===== config.mk =====
export PLATFORM = sky130hd
export DESIGN_NAME = cpu_bus_cycle_sequencer
export DESIGN_NICKNAME = d
export VERILOG_FILES = /design/src/bus_cycle_pkg.sv /design/src/cpu_bus_cycle_sequencer.sv /design/src/cycle_status_encoder.sv
export VERILOG_INCLUDE_DIRS = /design/src
export SDC_FILE = /design/constraint.sdc
export NUM_CORES = 1
export LEC_CHECK = 0
export BUFFER_PORTS_ARGS = -buffer_cell sky130_fd_sc_hd__buf_2
export CAP_MARGIN = 40
export CORE_MARGIN = 2
export CORE_UTILIZATION = 49
export DETAILED_ROUTE_END_ITERATION = 7
export PLACE_DENSITY = 0.83
export SYNTH_ARGS = -nofsm -noshare
export SYNTH_HDL_FRONTEND = slang
export SYNTH_SLANG_ARGS = --single-unit

===== constraint.sdc =====
create_clock -name clk -period 1.9 [get_ports clk]
set_input_delay 0.38 -clock clk [delete_from_list [all_inputs] [get_ports clk]]
set_output_delay 0.38 -clock clk [all_outputs]
set_load 0.05 [all_outputs]

===== src/cpu_bus_cycle_map.svh =====
// Purpose: Constants of the bus machine-cycle sequencer: status bit positions, widths, reset values, timing.
// Assumes: Included by bare name; definitions only.
// Notes: One clock period of clk stands for one bus state.
`ifndef CPU_BUS_CYCLE_MAP_SVH
`define CPU_BUS_CYCLE_MAP_SVH

`define ADDR_WIDTH 16
`define DATA_WIDTH 8
`define EXTRA_WIDTH 2

`define STATUS_IRQ_ACK_BIT 0
`define STATUS_WRITE_N_BIT 1
`define STATUS_STACK_BIT 2
`define STATUS_HALT_ACK_BIT 3
`define STATUS_OUTPUT_BIT 4
`define STATUS_OPCODE_FETCH_BIT 5
`define STATUS_INPUT_BIT 6
`define STATUS_MEM_READ_BIT 7

`define ADDR_RESET 16'h0000
`define DATA_RESET 8'h00
`define EXTRA_NONE 2'h0
`define EXTRA_ONE 2'h1

`define CLK_PERIOD_NS 25
`define STATE_TIME_NS 25
`define STATE_CYCLES ((`STATE_TIME_NS + `CLK_PERIOD_NS - 1) / `CLK_PERIOD_NS)

`endif


===== src/bus_cycle_pkg.sv =====
// Purpose: Types and shared decoding of the bus machine-cycle sequencer.
// Assumes: Nothing beyond the tool's SystemVerilog support.
// Notes: Constants live in cpu_bus_cycle_map.svh.
`default_nettype none
package bus_cycle_pkg;

  typedef enum logic [3:0] {
    KIND_FETCH,
    KIND_MEM_READ,
    KIND_MEM_WRITE,
    KIND_STACK_READ,
    KIND_STACK_WRITE,
    KIND_INPUT,
    KIND_OUTPUT,
    KIND_INTERRUPT,
    KIND_HALT,
    KIND_HALT_INTERRUPT
  } cycle_kind_type;

  typedef enum logic [2:0] {
    IDLE_STATE,
    FIRST_STATE,
    SECOND_STATE,
    WAIT_STATE,
    THIRD_STATE,
    FOURTH_STATE,
    FIFTH_STATE
  } bus_state_type;

  // Cycles in which data flows into the processor under read-data enable.
  function automatic logic isReadKind(input cycle_kind_type kind);
    isReadKind = (kind == KIND_FETCH) || (kind == KIND_MEM_READ) || (kind == KIND_STACK_READ) ||
                 (kind == KIND_INTERRUPT) || (kind == KIND_INPUT);
  endfunction : isReadKind

  function automatic logic isWriteKind(input cycle_kind_type kind);
    isWriteKind = (kind == KIND_MEM_WRITE) || (kind == KIND_STACK_WRITE) || (kind == KIND_OUTPUT);
  endfunction : isWriteKind

  function automatic logic isOpcodeKind(input cycle_kind_type kind);
    isOpcodeKind = (kind == KIND_FETCH) || (kind == KIND_INTERRUPT) || (kind == KIND_HALT_INTERRUPT);
  endfunction : isOpcodeKind

endpackage : bus_cycle_pkg
`default_nettype wire


===== src/cpu_bus_cycle_sequencer.sv =====
// Purpose: Steps a processor bus through the states of each machine cycle and drives its strobes.
// Assumes: One clk period is one bus state; phase-two events are aligned to the state's own edge.
// Notes: Cycles are fed through cycleValid/cycleTaken; with none pending the bus rests in idle.
`timescale 1ns/1ps
`include "cpu_bus_cycle_map.svh"
`default_nettype none
module cpu_bus_cycle_sequencer (
  input wire logic clk,
  input wire logic sys_rst,
  input wire logic cycleValid,
  input wire bus_cycle_pkg::cycle_kind_type cycleKind,
  input wire logic [`ADDR_WIDTH-1:0] cycleAddr,
  input wire logic [`DATA_WIDTH-1:0] cycleData,
  input wire logic [`EXTRA_WIDTH-1:0] cycleExtraStates,
  input wire logic ready,
  input wire logic [`DATA_WIDTH-1:0] dataIn,
  output logic cycleTaken,
  output logic syncStrobe,
  output logic waitAck,
  output logic readDataEnable,
  output logic writeStrobe_n,
  output logic [`ADDR_WIDTH-1:0] addrOut,
  output logic [`DATA_WIDTH-1:0] dataOut,
  output logic dataOutEnable_n,
  output logic [`DATA_WIDTH-1:0] capturedData,
  output logic captureValid,
  output logic capturedOpcode,
  output bus_cycle_pkg::bus_state_type busState
);

  bus_cycle_pkg::cycle_kind_type curKind;
  logic [`DATA_WIDTH-1:0] curData;
  logic [`EXTRA_WIDTH-1:0] curExtra;
  logic [`DATA_WIDTH-1:0] newStatus;

  bus_cycle_pkg::bus_state_type next_busState;
  bus_cycle_pkg::cycle_kind_type next_curKind;
  logic [`DATA_WIDTH-1:0] next_curData;
  logic [`EXTRA_WIDTH-1:0] next_curExtra;
  logic next_cycleTaken;
  logic next_syncStrobe;
  logic next_waitAck;
  logic next_readDataEnable;
  logic next_writeStrobe_n;
  logic [`ADDR_WIDTH-1:0] next_addrOut;
  logic [`DATA_WIDTH-1:0] next_dataOut;
  logic next_dataOutEnable_n;
  logic [`DATA_WIDTH-1:0] next_capturedData;
  logic next_captureValid;
  logic next_capturedOpcode;
  bus_cycle_pkg::cycle_kind_type effKind;

  cycle_status_encoder statusEncoder (
    .kind(cycleKind),
    .statusWord(newStatus)
  );

  // State sequence and descriptor latching.
  always_comb
  begin
    next_busState = busState;
    next_curKind = curKind;
    next_curData = curData;
    next_curExtra = curExtra;
    next_cycleTaken = 1'h0;
    case (busState)
      bus_cycle_pkg::IDLE_STATE:
      begin
        if (cycleValid)
        begin
          next_busState = bus_cycle_pkg::FIRST_STATE;
        end
      end
      bus_cycle_pkg::FIRST_STATE:
      begin
        next_busState = bus_cycle_pkg::SECOND_STATE;
      end
      bus_cycle_pkg::SECOND_STATE:
      begin
        // Ready is looked at only here and in the wait state, so a wait always lasts whole states.
        next_busState = ready ? bus_cycle_pkg::THIRD_STATE : bus_cycle_pkg::WAIT_STATE;
      end
      bus_cycle_pkg::WAIT_STATE:
      begin
        next_busState = ready ? bus_cycle_pkg::THIRD_STATE : bus_cycle_pkg::WAIT_STATE;
      end
      bus_cycle_pkg::THIRD_STATE:
      begin
        if (curExtra != `EXTRA_NONE)
        begin
          next_busState = bus_cycle_pkg::FOURTH_STATE;
        end
        else
        begin
          next_busState = cycleValid ? bus_cycle_pkg::FIRST_STATE : bus_cycle_pkg::IDLE_STATE;
        end
      end
      bus_cycle_pkg::FOURTH_STATE:
      begin
        if (curExtra != `EXTRA_ONE)
        begin
          next_busState = bus_cycle_pkg::FIFTH_STATE;
        end
        else
        begin
          next_busState = cycleValid ? bus_cycle_pkg::FIRST_STATE : bus_cycle_pkg::IDLE_STATE;
        end
      end
      bus_cycle_pkg::FIFTH_STATE:
      begin
        next_busState = cycleValid ? bus_cycle_pkg::FIRST_STATE : bus_cycle_pkg::IDLE_STATE;
      end
      default:
      begin
        next_busState = bus_cycle_pkg::IDLE_STATE;
      end
    endcase
    if (next_busState == bus_cycle_pkg::FIRST_STATE)
    begin
      next_curKind = cycleKind;
      next_curData = cycleData;
      // More than two internal states are not possible; the excess is dropped.
      next_curExtra = (cycleExtraStates > 2'h2) ? 2'h2 : cycleExtraStates;
      next_cycleTaken = 1'h1;
    end
  end

  // Bus outputs, computed for the state being entered so that each strobe flop matches its state; capture flops load as the third state ends.
  always_comb
  begin
    effKind = next_curKind;
    next_syncStrobe = (next_busState == bus_cycle_pkg::FIRST_STATE);
    next_waitAck = (next_busState == bus_cycle_pkg::WAIT_STATE);
    next_readDataEnable = bus_cycle_pkg::isReadKind(effKind) &&
                          ((next_busState == bus_cycle_pkg::SECOND_STATE) ||
                           (next_busState == bus_cycle_pkg::WAIT_STATE));
    next_writeStrobe_n = !(bus_cycle_pkg::isWriteKind(effKind) &&
                           ((next_busState == bus_cycle_pkg::WAIT_STATE) ||
                            (next_busState == bus_cycle_pkg::THIRD_STATE)));
    next_addrOut = addrOut;
    next_dataOut = dataOut;
    next_dataOutEnable_n = dataOutEnable_n;
    next_capturedData = capturedData;
    next_captureValid = 1'h0;
    next_capturedOpcode = capturedOpcode;
    if (next_busState == bus_cycle_pkg::FIRST_STATE)
    begin
      next_addrOut = cycleAddr;
      next_dataOut = newStatus;
      next_dataOutEnable_n = 1'h0;
    end
    else if (next_busState == bus_cycle_pkg::SECOND_STATE)
    begin
      if (bus_cycle_pkg::isWriteKind(effKind))
      begin
        // Write data stays on the lines until the next status word replaces it.
        next_dataOut = curData;
        next_dataOutEnable_n = 1'h0;
      end
      else
      begin
        next_dataOutEnable_n = 1'h1;
      end
    end
    if ((busState == bus_cycle_pkg::THIRD_STATE) && bus_cycle_pkg::isReadKind(curKind))
    begin
      next_capturedData = dataIn;
      next_captureValid = 1'h1;
      next_capturedOpcode = bus_cycle_pkg::isOpcodeKind(curKind);
    end
  end

  always_ff @(posedge clk)
  begin
    if (sys_rst)
    begin
      busState <= bus_cycle_pkg::IDLE_STATE;
      curKind <= bus_cycle_pkg::KIND_FETCH;
      curData <= `DATA_RESET;
      curExtra <= `EXTRA_NONE;
      cycleTaken <= 1'h0;
      syncStrobe <= 1'h0;
      waitAck <= 1'h0;
      readDataEnable <= 1'h0;
      writeStrobe_n <= 1'h1;
      addrOut <= `ADDR_RESET;
      dataOut <= `DATA_RESET;
      dataOutEnable_n <= 1'h1;
      capturedData <= `DATA_RESET;
      captureValid <= 1'h0;
      capturedOpcode <= 1'h0;
    end
    else
    begin
      busState <= next_busState;
      curKind <= next_curKind;
      curData <= next_curData;
      curExtra <= next_curExtra;
      cycleTaken <= next_cycleTaken;
      syncStrobe <= next_syncStrobe;
      waitAck <= next_waitAck;
      readDataEnable <= next_readDataEnable;
      writeStrobe_n <= next_writeStrobe_n;
      addrOut <= next_addrOut;
      dataOut <= next_dataOut;
      dataOutEnable_n <= next_dataOutEnable_n;
      capturedData <= next_capturedData;
      captureValid <= next_captureValid;
      capturedOpcode <= next_capturedOpcode;
    end
  end

  // Checks.
  logic [`DATA_WIDTH-1:0] expectStatus;

  cycle_status_encoder checkEncoder (
    .kind(curKind),
    .statusWord(expectStatus)
  );

  a_state_advance: assert property (@(posedge clk) disable iff (sys_rst)
    busState == bus_cycle_pkg::FIRST_STATE |=> busState == bus_cycle_pkg::SECOND_STATE)
    else $error("First state not followed by second state.");

  a_sync_first_only: assert property (@(posedge clk) disable iff (sys_rst)
    syncStrobe == (busState == bus_cycle_pkg::FIRST_STATE))
    else $error("Cycle-start strobe outside the first state.");

  a_status_on_bus: assert property (@(posedge clk) disable iff (sys_rst)
    syncStrobe |-> !dataOutEnable_n && dataOut == expectStatus)
    else $error("Status word missing while cycle-start strobe is high.");

  a_address_held: assert property (@(posedge clk) disable iff (sys_rst)
    busState inside {bus_cycle_pkg::SECOND_STATE, bus_cycle_pkg::WAIT_STATE, bus_cycle_pkg::THIRD_STATE}
    |-> $stable(addrOut))
    else $error("Address changed before the third state ended.");

  a_wait_entry: assert property (@(posedge clk) disable iff (sys_rst)
    busState == bus_cycle_pkg::SECOND_STATE && !ready |=> busState == bus_cycle_pkg::WAIT_STATE && waitAck)
    else $error("Ready low in second state did not enter a wait with acknowledge.");

  a_wait_ack_level: assert property (@(posedge clk) disable iff (sys_rst)
    waitAck == (busState == bus_cycle_pkg::WAIT_STATE))
    else $error("Wait acknowledge does not match the wait state.");

  a_wait_exit: assert property (@(posedge clk) disable iff (sys_rst)
    busState == bus_cycle_pkg::WAIT_STATE |=>
    busState == ($past(ready) ? bus_cycle_pkg::THIRD_STATE : bus_cycle_pkg::WAIT_STATE))
    else $error("Wait state left or kept against ready.");

  a_read_release: assert property (@(posedge clk) disable iff (sys_rst)
    busState == bus_cycle_pkg::SECOND_STATE && bus_cycle_pkg::isReadKind(curKind) |-> dataOutEnable_n)
    else $error("Data lines still driven in a read-type cycle.");

  a_read_enable_span: assert property (@(posedge clk) disable iff (sys_rst)
    readDataEnable == (bus_cycle_pkg::isReadKind(curKind) &&
    busState inside {bus_cycle_pkg::SECOND_STATE, bus_cycle_pkg::WAIT_STATE}))
    else $error("Read-data enable outside the second and wait states of a read.");

  a_output_held: assert property (@(posedge clk) disable iff (sys_rst)
    busState == bus_cycle_pkg::WAIT_STATE && bus_cycle_pkg::isWriteKind(curKind)
    |-> !dataOutEnable_n && dataOut == curData && $stable(dataOut))
    else $error("Output data not stable during a wait.");

  a_write_strobe: assert property (@(posedge clk) disable iff (sys_rst)
    !writeStrobe_n == (bus_cycle_pkg::isWriteKind(curKind) &&
    busState inside {bus_cycle_pkg::WAIT_STATE, bus_cycle_pkg::THIRD_STATE}))
    else $error("Write strobe low outside the write window.");

  a_tail_states: assert property (@(posedge clk) disable iff (sys_rst)
    busState == bus_cycle_pkg::THIRD_STATE |=> busState inside
    {bus_cycle_pkg::FOURTH_STATE, bus_cycle_pkg::FIRST_STATE, bus_cycle_pkg::IDLE_STATE})
    else $error("Third state followed by an illegal state.");

  a_fetch_flag: assert property (@(posedge clk) disable iff (sys_rst)
    syncStrobe && dataOut[`STATUS_OPCODE_FETCH_BIT] |-> bus_cycle_pkg::isOpcodeKind(curKind))
    else $error("Opcode fetch flag set outside a fetch cycle.");

  a_capture_pulse: assert property (@(posedge clk) disable iff (sys_rst)
    busState == bus_cycle_pkg::THIRD_STATE && bus_cycle_pkg::isReadKind(curKind)
    |=> captureValid && capturedData == $past(dataIn))
    else $error("Read data not captured at the third state.");

  c_wait_cycle: cover property (@(posedge clk) disable iff (sys_rst)
    busState == bus_cycle_pkg::WAIT_STATE ##1 busState == bus_cycle_pkg::WAIT_STATE ##1
    busState == bus_cycle_pkg::THIRD_STATE);

  c_five_state: cover property (@(posedge clk) disable iff (sys_rst)
    busState == bus_cycle_pkg::FIFTH_STATE ##1 busState == bus_cycle_pkg::FIRST_STATE);

  c_output_wait: cover property (@(posedge clk) disable iff (sys_rst)
    busState == bus_cycle_pkg::WAIT_STATE && curKind == bus_cycle_pkg::KIND_OUTPUT);

endmodule : cpu_bus_cycle_sequencer
`default_nettype wire


===== src/cycle_status_encoder.sv =====
// Purpose: Builds the eight-bit status word for a machine-cycle kind.
// Assumes: Purely combinational; the caller registers the result.
// Notes: Bits are positive-true except the write flag, which is active low.
`timescale 1ns/1ps
`include "cpu_bus_cycle_map.svh"
`default_nettype none
module cycle_status_encoder (
  input wire bus_cycle_pkg::cycle_kind_type kind,
  output logic [`DATA_WIDTH-1:0] statusWord
);

  always_comb
  begin
    statusWord = `DATA_RESET;
    statusWord[`STATUS_IRQ_ACK_BIT] = (kind == bus_cycle_pkg::KIND_INTERRUPT) ||
                                      (kind == bus_cycle_pkg::KIND_HALT_INTERRUPT);
    statusWord[`STATUS_WRITE_N_BIT] = !bus_cycle_pkg::isWriteKind(kind);
    statusWord[`STATUS_STACK_BIT] = (kind == bus_cycle_pkg::KIND_STACK_READ) ||
                                    (kind == bus_cycle_pkg::KIND_STACK_WRITE);
    statusWord[`STATUS_HALT_ACK_BIT] = (kind == bus_cycle_pkg::KIND_HALT) ||
                                       (kind == bus_cycle_pkg::KIND_HALT_INTERRUPT);
    statusWord[`STATUS_OUTPUT_BIT] = (kind == bus_cycle_pkg::KIND_OUTPUT);
    statusWord[`STATUS_OPCODE_FETCH_BIT] = bus_cycle_pkg::isOpcodeKind(kind);
    statusWord[`STATUS_INPUT_BIT] = (kind == bus_cycle_pkg::KIND_INPUT);
    statusWord[`STATUS_MEM_READ_BIT] = (kind == bus_cycle_pkg::KIND_FETCH) ||
                                       (kind == bus_cycle_pkg::KIND_MEM_READ) ||
                                       (kind == bus_cycle_pkg::KIND_STACK_READ) ||
                                       (kind == bus_cycle_pkg::KIND_HALT);
  end

endmodule : cycle_status_encoder
`default_nettype wire


==> metrics.cfg <==
[worst_setup_path]
arrival_ns = 1.99
critPathMaxFanout = 9
max_stage_delay_ns = 0.47
r2r_slack_ns = 0.09
worstReg2RegEnd = dataOut[1]
endpoint = dataOut[1]
reg2regPathDepth = 6
crit_chain = o21bai_1, or4_1, buf_4, mux2_4, a21oi_1, a211oi_1
critical_path_class = reg2reg
start_kind = flip-flop
critPathSlowestCell = or4_1
timing.critical_path.to_type = flip-flop
critical_path_required_ns = 2.08
timing.rr.start = curKind[0]
startpoint = curKind[0]

[routing]
via_per_inst = 5.44
detail_route.drc_violations = 0
vias = 2311
first_pass_iters = 4
routedWlPerCell_um = 14.0
drt_wl_total_um = 5940
drt_iter0_drc = 176
ant_nets = 0

[timing]
whs_ns = 0.301
slew_violations = 0
clock_skew_ns = 0.00476
relSlewSlack_pct = 69.3
setup_ws_ns = 0.0895
setup_tns_ns = 0
period_needed_ns = 1.81
max_clock_freq_ghz = 0.552
rsz0062_at_grt = false
fin_crit_sh_pct = 95.3
tightest_slew_ns = 0.460
finalSetupViolCount = 0
hold_viol_final = 0

[logic_synthesis]
postSynthNetCount = 323
synthTopCellsByArea = dfxtp_1 (47%), a21oi_1 (8.3%), nand3_1 (7.1%)
synth-adder-area-share_pct = 0
syn-cell-area_um2 = 2400
synth_top_flop_cell = dfxtp_1
synth-xor-area-share_pct = 0.365
synth_top_cell_area_share_pct = 46.7
syn_area_per_cell_um2 = 8.55
async_flop_share_pct = 0
yosysWarnings = 0
synth_seq_area_share_pct = 46.7
syn_inst = 281
yosysMostFrequentCell = dfxtp_1
yosysTopAreaCell = dfxtp_1
synth_top_family_by_area = compound AO/OA/AOI/OAI gates
yosysUniqueCellTypes = 37
synth_common_cells = dfxtp_1 (56), a21oi_1 (40), nand3_1 (34)
ys_ff_latch = 56
synth-edff-count = 0
synth_mux_area_share_pct = 7.55
synth_simple_gate_area_share_pct = 17.1
synth_compound_area_share_pct = 21.5

[min_path]
min_path_cells = 3
worstHoldStart = dataIn[6]
hold_path.class = in2reg

[run]
drv_cap = 0

[cells_and_area]
fin_cells = 425
insertedDiodeCount = 0
fin_util_pct = 64.3
fin_nets = 399
drive_gt1_share_pct = 33.5
area_growth_pct = 26.4
postLayoutCellArea_um2 = 3040

[floorplanning]
dieArea_um2 = 5480
fp.dieH_um = 74.0
core-area_um2 = 4720
die_w_um = 74.0
initial_utilization_pct = 50.9
ios = 85
row_count = 25

[global_route]
top_usage_layer = met2
grt_max_degree = 39
grtUsageTotal_pct = 22.5
use_met3_pct = 5.42
antenna_found_initial = 0
grt_pass1_vias = 2096
groute.layer.met2.usage_pct = 36.2
grt-ovfl-total = 0
grt_pass1_wl_um = 9760
met1_usage_pct = 29.5

[clock_tree]
ctsRootBufferMaster = clkbuf_8
clk_latency_ns = 0.30
h-tree-depth = 2
clk_pin_slew_ns = 0.10
cts-buffers-inserted = 5
cts_tree = done
clk_path_buf_depth = 2
cts_sinks = 56
cts.hold.buffers_added = 0

[power]
power_mw = 2.76
p_leak_nw = 1.39
vdd_drop_max_uv = 505
power_density_nw_per_um2 = 910

[placed_design]
dp.cells = 416
placed_area_um2 = 2910
port_buffers = 84
dpl_worst_slack_ns = -0.0153
hpwl_um = 4170
gp_congestion = 0.840

[outcome]
outcome = complete, no violations

## how the worst min path moves through the flow
stage,endpoint
6_report,capturedData[6]
5_1_grt,capturedData[7]
4_1_cts,capturedData[6]
3_5_place_dp,addrOut[14]
3_3_place_gp,addrOut[14]
2_1_floorplan,curData[0]
## sequential cells by signal (all words and copies together), names as in the netlist
signal	flops
addrOut	16
capturedData	8
curData	8
dataOut	8
curKind	4
busState	3
curExtra	2
captureValid	1
capturedOpcode	1
cycleTaken	1
dataOutEnable_n	1
readDataEnable	1
waitAck	1
writeStrobe_n	1
## kinds of logic after synthesis
family,count (synthesis)
compound gates,93
simple gates,81
flops,56
buf+inv,34
mux,16
xor+xnor,1
## timing repair
item	in CTS	in global routing
cloned	0	0
gates resized for setup	1	3
pin swaps	0	1
buffers inserted	0	1
endpoints found under the setup margin	6	26
## per-layer routing
metal,vias up,wire length (µm)
met5,-,0
met4,0,77
met3,9,394
met2,76,2840
met1,1072,2630
li1,1154,-
## power breakdown
part           leakage (nW)  switching (mW)  total (mW)  internal (mW)
Sequential            0.459          0.0580        1.32           1.26
Combinational         0.882           0.514       0.762          0.248
Clock                0.0434           0.386       0.682          0.296
Total                  1.39           0.958        2.76           1.81
## layout make-up
| class | instances | area [µm²] |
|---|---|---|
| clock inverter | 2 | 15.0 |
| fill | 414 | 1690 |
| multi-input combinational | 191 | 1160 |
| sequential | 56 | 1130 |
| inverter | 6 | 22.5 |
| clock buffer | 6 | 82.6 |
| tap | 67 | 83.8 |
| timing repair buffer | 97 | 543 |
## critical path: cells and delay by family (launching register included)
| kind | cells | cell delay [ns] |
|---|---|---|
| simple gates | 1 | 0.47 |
| compound gates | 3 | 0.38 |
| flops | 1 | 0.34 |
| mux | 1 | 0.30 |
| buf+inv | 1 | 0.20 |
## cell usage in the layout (no fill, tap or decap), types with 2 or more instances in the layout
cell,instances
nand2_1,6
nor2b_1,2
dfxtp_2,2
dfxtp_1,53
buf_12,2
nor2_1,18
o21ai_0,28
o21ai_1,8
clkinvlp_4,2
a31oi_1,2
clkbuf_8,6
nand4_1,2
nor3_1,5
inv_1,6
nor3b_1,2
mux2i_1,11
mux2_4,4
a211oi_1,4
a21oi_1,39
buf_2,84
nand3_1,34
o31ai_1,3
buf_4,11
or4_1,2
or3_1,2
Note: power is estimated with default switching activity, not from simulation.
